## config.mk

```make
export PLATFORM = sky130hd
export DESIGN_NAME = slsw_ctrl
export DESIGN_NICKNAME = d
export VERILOG_FILES = /design/src/hw/slsw_pkg.sv /design/src/hw/slsw_ctrl.sv
export SDC_FILE = /design/constraint.sdc
export NUM_CORES = 1
export LEC_CHECK = 0
export BUFFER_PORTS_ARGS = -buffer_cell sky130_fd_sc_hd__buf_2
export CORE_ASPECT_RATIO = 0.6
export CORE_MARGIN = 5
export CORE_UTILIZATION = 40
export CTS_CLUSTER_DIAMETER = 30
export DETAILED_ROUTE_END_ITERATION = 12
export SKIP_CTS_REPAIR_TIMING = 1
export SYNTH_ARGS = -nofsm -noshare
export SYNTH_HDL_FRONTEND = slang
export SYNTH_SLANG_ARGS = --single-unit
export TNS_END_PERCENT = 10
```

## constraint.sdc

```tcl
create_clock -name core_clk -period 2.6 [get_ports core_clk]
set_clock_uncertainty 0.2 [all_clocks]
set_input_delay 0.26 -clock core_clk [delete_from_list [all_inputs] [get_ports core_clk]]
set_output_delay 0.26 -clock core_clk [all_outputs]
set_load 0.01 [all_outputs]
```

## src/hw/slsw_pkg.sv

```systemverilog
package slsw_pkg;
  // channel count and control/shift register reset values
  localparam int unsigned NUM_CH = 8;
  localparam logic [7:0] CTRL_RESET = 8'h00;
  localparam logic [7:0] SHIFT_RESET = 8'h00;

  // synchronised serial pins and their edges
  typedef struct packed {
    logic cs_n;
    logic sclk;
    logic din;
  } slsw_pins_t;

  // idle pin levels, loaded into the synchronisers by reset
  localparam slsw_pins_t PINS_IDLE = '{cs_n: 1'b1, sclk: 1'b0, din: 1'b0};

  typedef struct packed {
    logic cs_fall;
    logic cs_rise;
    logic sclk_rise;
    logic sclk_fall;
  } slsw_edges_t;

  // per-channel drive, pulldown and fault enables
  typedef struct packed {
    logic [7:0] sink_en;
    logic [7:0] pulldown_en;
    logic [7:0] openload_det_en;
    logic [7:0] short_latch_en;
  } slsw_drive_t;
endpackage
```

## src/hw/slsw_ctrl.sv

```systemverilog
// Summary of operation
// [RULE_01] reset clears every register; all eight load outputs turn off
// [RULE_02] reset also disables all pulldown current sources regardless of input
// [RULE_03] host lowers chip select before data and holds it low throughout
// [RULE_04] serial input sampled on serial clock rising edges into 8-bit shifter
// [RULE_05] chip select rising edge copies shifter into output control register
// [RULE_06] serial output shows shifter msb, changing on serial clock falling edges
// [RULE_07] serial output can feed the serial input of a chained device
// [RULE_08] pulldown_disable high turns pulldown sources off, low turns them on
// [RULE_09] open-load detection allowed only while pulldown_disable is low
// [RULE_10] short_latchoff_disable low latches overloaded channel off, high never
// [RULE_11] each output sinks to power ground when its control bit is set
// [RULE_12] command bit 7 drives channel 8, bit 0 drives channel 1
// [RULE_13] chip select falling edge loads per-channel status into the shifter
// [RULE_14] only the last 8 bits clocked in are kept and latched
// [RULE_15] status equals command bit without fault, inverse with latched fault
// [RULE_16] while chip select is high serial activity is ignored
`timescale 1ns/1ns
`default_nettype none
module slsw_ctrl
  import slsw_pkg::*;
(
  // clock and reset
  input wire logic core_clk,
  input wire logic rst,
  input wire logic reset_n,
  // serial port pins
  input wire logic cs_n,
  input wire logic sclk,
  input wire logic din,
  output logic dout,
  // static configuration pins
  input wire logic pulldown_disable,
  input wire logic short_latchoff_disable,
  // analog stage fault detectors, one per channel
  input wire logic [7:0] fault_in,
  // load stage controls
  output logic [7:0] sink_en,
  output logic [7:0] pulldown_en,
  output logic [7:0] openload_det_en,
  output logic [7:0] short_latch_en
);

  // ---------------------------------------------------------------
  // serial pin synchronisers
  // ---------------------------------------------------------------
  slsw_pins_t meta_q;
  slsw_pins_t pins_q;
  slsw_pins_t prev_q;
  slsw_edges_t edg;

  // every stage resets to the idle levels so no false edge follows reset
  always_ff @(posedge core_clk or posedge rst) begin
    if (rst) begin
      meta_q <= PINS_IDLE;
      pins_q <= PINS_IDLE;
      prev_q <= PINS_IDLE;
    end else begin
      meta_q <= '{cs_n: cs_n, sclk: sclk, din: din};
      pins_q <= meta_q;
      prev_q <= pins_q;
    end
  end

  // ---------------------------------------------------------------
  // device reset pin synchroniser
  // ---------------------------------------------------------------
  logic rst_n_meta_q;
  logic rst_n_sync_q;
  logic dev_clr;

  // starts cleared, so nothing is latched before the pin is seen high
  always_ff @(posedge core_clk or posedge rst) begin
    if (rst) begin
      rst_n_meta_q <= 1'b0;
      rst_n_sync_q <= 1'b0;
    end else begin
      rst_n_meta_q <= reset_n;
      rst_n_sync_q <= rst_n_meta_q;
    end
  end
  assign dev_clr = !rst_n_sync_q;

  // ---------------------------------------------------------------
  // static configuration pin synchronisers
  // ---------------------------------------------------------------
  logic pulldown_disable_s1_q;
  logic pulldown_disable_s2_q;
  logic latchoff_disable_s1_q;
  logic latchoff_disable_s2_q;

  // static levels are still pins, so they pass two flops like the rest
  always_ff @(posedge core_clk or posedge rst) begin
    if (rst) begin
      pulldown_disable_s1_q <= 1'b0;
      pulldown_disable_s2_q <= 1'b0;
      latchoff_disable_s1_q <= 1'b0;
      latchoff_disable_s2_q <= 1'b0;
    end else begin
      pulldown_disable_s1_q <= pulldown_disable;
      pulldown_disable_s2_q <= pulldown_disable_s1_q;
      latchoff_disable_s1_q <= short_latchoff_disable;
      latchoff_disable_s2_q <= latchoff_disable_s1_q;
    end
  end

  // clock edges count only once chip select was already low a cycle
  always_comb begin
    edg.cs_fall = prev_q.cs_n && !pins_q.cs_n;
    edg.cs_rise = !prev_q.cs_n && pins_q.cs_n;
    edg.sclk_rise = !pins_q.cs_n && !prev_q.cs_n && !prev_q.sclk && pins_q.sclk; // see [RULE_16]
    edg.sclk_fall = !pins_q.cs_n && !prev_q.cs_n && prev_q.sclk && !pins_q.sclk; // see [RULE_16]
  end

  // ---------------------------------------------------------------
  // fault status latch
  // ---------------------------------------------------------------
  logic [7:0] ctrl_q;
  logic [7:0] fault_q;
  logic [7:0] fault_s1_q;
  logic [7:0] fault_s2_q;

  always_ff @(posedge core_clk or posedge rst) begin
    if (rst) begin
      fault_s1_q <= 8'h00;
      fault_s2_q <= 8'h00;
    end else begin
      fault_s1_q <= fault_in;
      fault_s2_q <= fault_s1_q;
    end
  end

  // a fault arriving with the clearing edge is kept
  always_ff @(posedge core_clk or posedge rst) begin
    if (rst) begin
      fault_q <= 8'h00;
    end else if (dev_clr) begin
      fault_q <= 8'h00; // see [RULE_01]
    end else if (edg.cs_rise) begin
      fault_q <= fault_s2_q;
    end else begin
      fault_q <= fault_q | fault_s2_q;
    end
  end

  // ---------------------------------------------------------------
  // shift register and output control register
  // ---------------------------------------------------------------
  logic [7:0] shift_q;
  logic [7:0] status;
  logic dout_q;

  assign status = ctrl_q ^ fault_q; // see [RULE_15]

  always_ff @(posedge core_clk or posedge rst) begin
    if (rst) begin
      shift_q <= SHIFT_RESET;
    end else if (dev_clr) begin
      shift_q <= SHIFT_RESET; // see [RULE_01]
    end else if (edg.cs_fall) begin
      shift_q <= status; // see [RULE_13]
    end else if (edg.sclk_rise) begin
      shift_q <= {shift_q[6:0], pins_q.din}; // see [RULE_04] see [RULE_14]
    end
  end

  always_ff @(posedge core_clk or posedge rst) begin
    if (rst) begin
      ctrl_q <= CTRL_RESET;
    end else if (dev_clr) begin
      ctrl_q <= CTRL_RESET; // see [RULE_01]
    end else if (edg.cs_rise) begin
      ctrl_q <= shift_q; // see [RULE_05]
    end
  end

  // msb leaves first: status msb shows from the select fall, the rest on falling edges
  always_ff @(posedge core_clk or posedge rst) begin
    if (rst) begin
      dout_q <= 1'b0;
    end else if (dev_clr) begin
      dout_q <= 1'b0;
    end else if (edg.cs_fall) begin
      dout_q <= status[7]; // see [RULE_13]
    end else if (pins_q.cs_n || edg.sclk_fall) begin
      dout_q <= shift_q[7]; // see [RULE_06] see [RULE_07]
    end
  end
  assign dout = dout_q;

  // ---------------------------------------------------------------
  // per-channel output stage controls
  // ---------------------------------------------------------------
  slsw_drive_t drv_q;

  for (genvar ch = 0; ch < NUM_CH; ch++) begin : g_ch
    always_ff @(posedge core_clk or posedge rst) begin
      if (rst) begin
        drv_q.sink_en[ch] <= 1'b0;
        drv_q.pulldown_en[ch] <= 1'b0;
        drv_q.openload_det_en[ch] <= 1'b0;
        drv_q.short_latch_en[ch] <= 1'b0;
      end else if (dev_clr) begin
        drv_q.sink_en[ch] <= 1'b0; // see [RULE_01]
        drv_q.pulldown_en[ch] <= 1'b0; // see [RULE_02]
        drv_q.openload_det_en[ch] <= 1'b0;
        drv_q.short_latch_en[ch] <= 1'b0;
      end else begin
        drv_q.sink_en[ch] <= ctrl_q[ch]; // see [RULE_11] see [RULE_12]
        drv_q.pulldown_en[ch] <= !pulldown_disable_s2_q; // see [RULE_08]
        drv_q.openload_det_en[ch] <= !pulldown_disable_s2_q; // see [RULE_09]
        drv_q.short_latch_en[ch] <= !latchoff_disable_s2_q; // see [RULE_10]
      end
    end
  end

  assign sink_en = drv_q.sink_en;
  assign pulldown_en = drv_q.pulldown_en;
  assign openload_det_en = drv_q.openload_det_en;
  assign short_latch_en = drv_q.short_latch_en;

endmodule
`default_nettype wire

```

==> metrics.csv <==
metric,value,unit
Max-slew headroom,0.573,
GRT busiest layer,met2,
Critical Path Sink Type,flip-flop,
worst hold path class,reg2reg,
Yosys warning count,0,
met2 global-route usage,0.161,
GRT Util Overall,0.113,
critical path class,reg2reg,
most repeated cell in the gate-level netlist after synthesis,dfrtp_1,
width of the die,110,µm
fin worst setup slack,0.846,ns
worst path arrival time,1.80,ns
I/O pin count,49,
Synth Net Count,208,
I/O Buffers,48,
RSZ-0062 raised after global routing,no,
largest net degree at the start of global routing,39,
Worst-path clk slew,0.07,ns
Clk network pwr share,0.454,
DR vias,1401,
status,completed,
share of the synthesized area in the top cell type,0.642,
Int Pwr,0.00176,W
Root Buffer Master,clkbuf_8,
antenna-violating nets left,0,
Final Routed Wirelength,4160,µm
Synth-to-Final Area Change,23.0,%
Async SR Flop Fraction,1.00,
P_leak,1.41,nW
top_reg_cell synth,dfrtp_1,
Core Area,5700,µm²
Cells after Synth,192,
VDD IR-drop max,325,µV
post-synthesis sequential area ratio,0.675,
diode count,0,
Fin. Hold Viols,0,
vias per std cell,4.32,
Max stage delay on crit path,0.58,ns
pre-CTS setup slack,0.900,ns
worst path required time,2.64,ns
post-synthesis cell area,2420,µm²
CTS tree,yes,
detailed-route DRC error count,0,
fmax,0.570,GHz
Placer Congestion,0.717,
pwr dens,754,nW/µm²
share of cells above drive strength 1,0.295,
worst path cell trace,nor2b_1 > nand2_1 > a21boi_0,
Final nets,255,
switching part of the total,0.216,
post-layout minimum cycle time,1.75,ns
"Distinct cells, synth",23,
Post-synth EDFFs,0,
die height,70.2,µm
global routing usage on met1,0.149,
Reg power frac,0.481,
drt first pass iters,4,
post-detail-place hpwl,2550,µm
Psw,0.000484,W
clk_lat worst skew,0.34,ns
full die area,7750,µm²
maxcap violations,0,
"top cells by count, synth","dfrtp_1 (62), buf_4 (24), nand2_1 (18)",
clk sinks,65,
pins over their slew limit,0,
vias in the first global route,1357,
initial antenna violation count,0,
"Slowest-stage cell, CP",dfstp_2,
first-pass GRT wire length,6640,µm
critical path launch point type,flip-flop,
Worst-Margin Slew,0.639,ns
Final setup violation count,0,
Num CTS Buffers,9,
Syn Area/Cell,12.6,µm²
GRT overflow,0,
initial core utilization,0.424,
setup_tns,0,ns
Iter 0 DRT Violations,51,
"top cells by area, synth","dfrtp_1 (64%), buf_4 (7.5%), nor2b_1 (3.4%)",
Final Cycle Share,0.675,
crit-path leading delay family,simple AND/OR/NAND/NOR gates,
H-tree levels,3,
WP buf/inv,0,
Synth Register Bits,65,
Layout Cells excl Fill,324,
row count,21,
clk buf depth,2,
crit path max fanout,8,
met3 Use GR,0.0599,
cell taking the most area after synthesis,dfrtp_1,
WL per Instance,12.8,µm
Placed Cells,293,
Comb pwr share,0.065,
==> logic make-up after synthesis <==
family | share of synthesized area
AOI/OAI and AO/OA | 0.0886
xor gates and xnor gates | 0.0290
buffers and inverters | 0.0927
DFF | 0.675
muxes | 0.0104
and+or+nand+nor | 0.105
==> power by group through the flow <==
| stage | Clock, W | Sequential (W) | Combinational (W) |
|---|---|---|---|
| floorplan | 0 | 0.00109 | 0.000105 |
| global placement | 0 | 0.00110 | 0.000131 |
| detailed placement | 0 | 0.00110 | 0.000132 |
| CTS | 0.00104 | 0.00108 | 0.000133 |
| global route | 0.00108 | 0.00108 | 0.000166 |
| finish | 0.00102 | 0.00108 | 0.000146 |
==> layout make-up <==
class / count / area (µm²)
flip-flops and latches: 65 / 1630
fillers: 512 / 2730
repair buffers: 66 / 425
multi-input cells: 94 / 562
inverters: 3 / 11.3
clock inverters: 7 / 119
clock buffers: 9 / 124
well taps: 80 / 100
==> final timing paths <==
path | startpoint | to | slack [ns] | depth (start not counted)
setup / recovery | pins_q[2] | ctrl_q[5] | 0.85 | 3
hold / removal | fault_s1_q[3] | fault_s2_q[3] | 0.15 | 0
setup reg to reg | pins_q[2] | ctrl_q[5] | 0.85 | 3
hold reg to reg | fault_s1_q[3] | fault_s2_q[3] | 0.15 | 0
max in group asynchronous | rst | short_latch_en[4] | 1.26 | 4
min in group asynchronous | rst | meta_q[0] | 0.33 | 3
==> registers in the layout, summed over array words and instances, names as in the netlist <==
signal                 flops
pins_q                     3
sink_en                    8
pulldown_disable_s1_q      1
meta_q                     3
fault_s1_q                 8
prev_q                     2
latchoff_disable_s2_q      1
pulldown_en                1
shift_q                    8
short_latch_en             1
fault_s2_q                 8
pulldown_disable_s2_q      1
rst_n_meta_q               1
rst_n_sync_q               1
dout                       1
latchoff_disable_s1_q      1
ctrl_q                     8
fault_q                    8
==> placed cells by master (no fill, tap or decap), drive strengths merged, types with 3 or more instances in the layout <==
cell type and count:
dfrtp 62, buf 51, nand2 18, a21oi 16, dlygate4sd3 15, nor2b 13, clkbuf 9, a21boi 8
nor2 8, and2 8, xnor2 7, o2bb2ai 7, bufinv 3, dfstp 3, inv 3
==> per-stage QoR <==
stage | power (W) | area, µm² | util | hold WS (ns)
detailed placement | 0.00123 | 2580 | 0.452 | 0.135
floorplan | 0.00120 | 2420 | - | 0.0645
finish | 0.00224 | 2970 | 0.521 | 0.149
CTS | 0.00225 | 2820 | 0.495 | -0.204
global route | 0.00233 | 2970 | 0.521 | 0.158
global placement | 0.00123 | 2580 | 0.452 | 0.131
==> worst register-to-register path: stages (launching register included) <==
cell	delay, ns
dfstp_2	0.58
nor2b_1	0.55
nand2_1	0.12
a21boi_0	0.21
==> metal layers <==
layer / vias to the layer above / routed length (µm)
met5: - / 0
met4: 0 / 26
met3: 4 / 230
met2: 30 / 1920
met1: 675 / 1980
li1: 692 / -
Note: power is estimated with default switching activity, not from simulation.
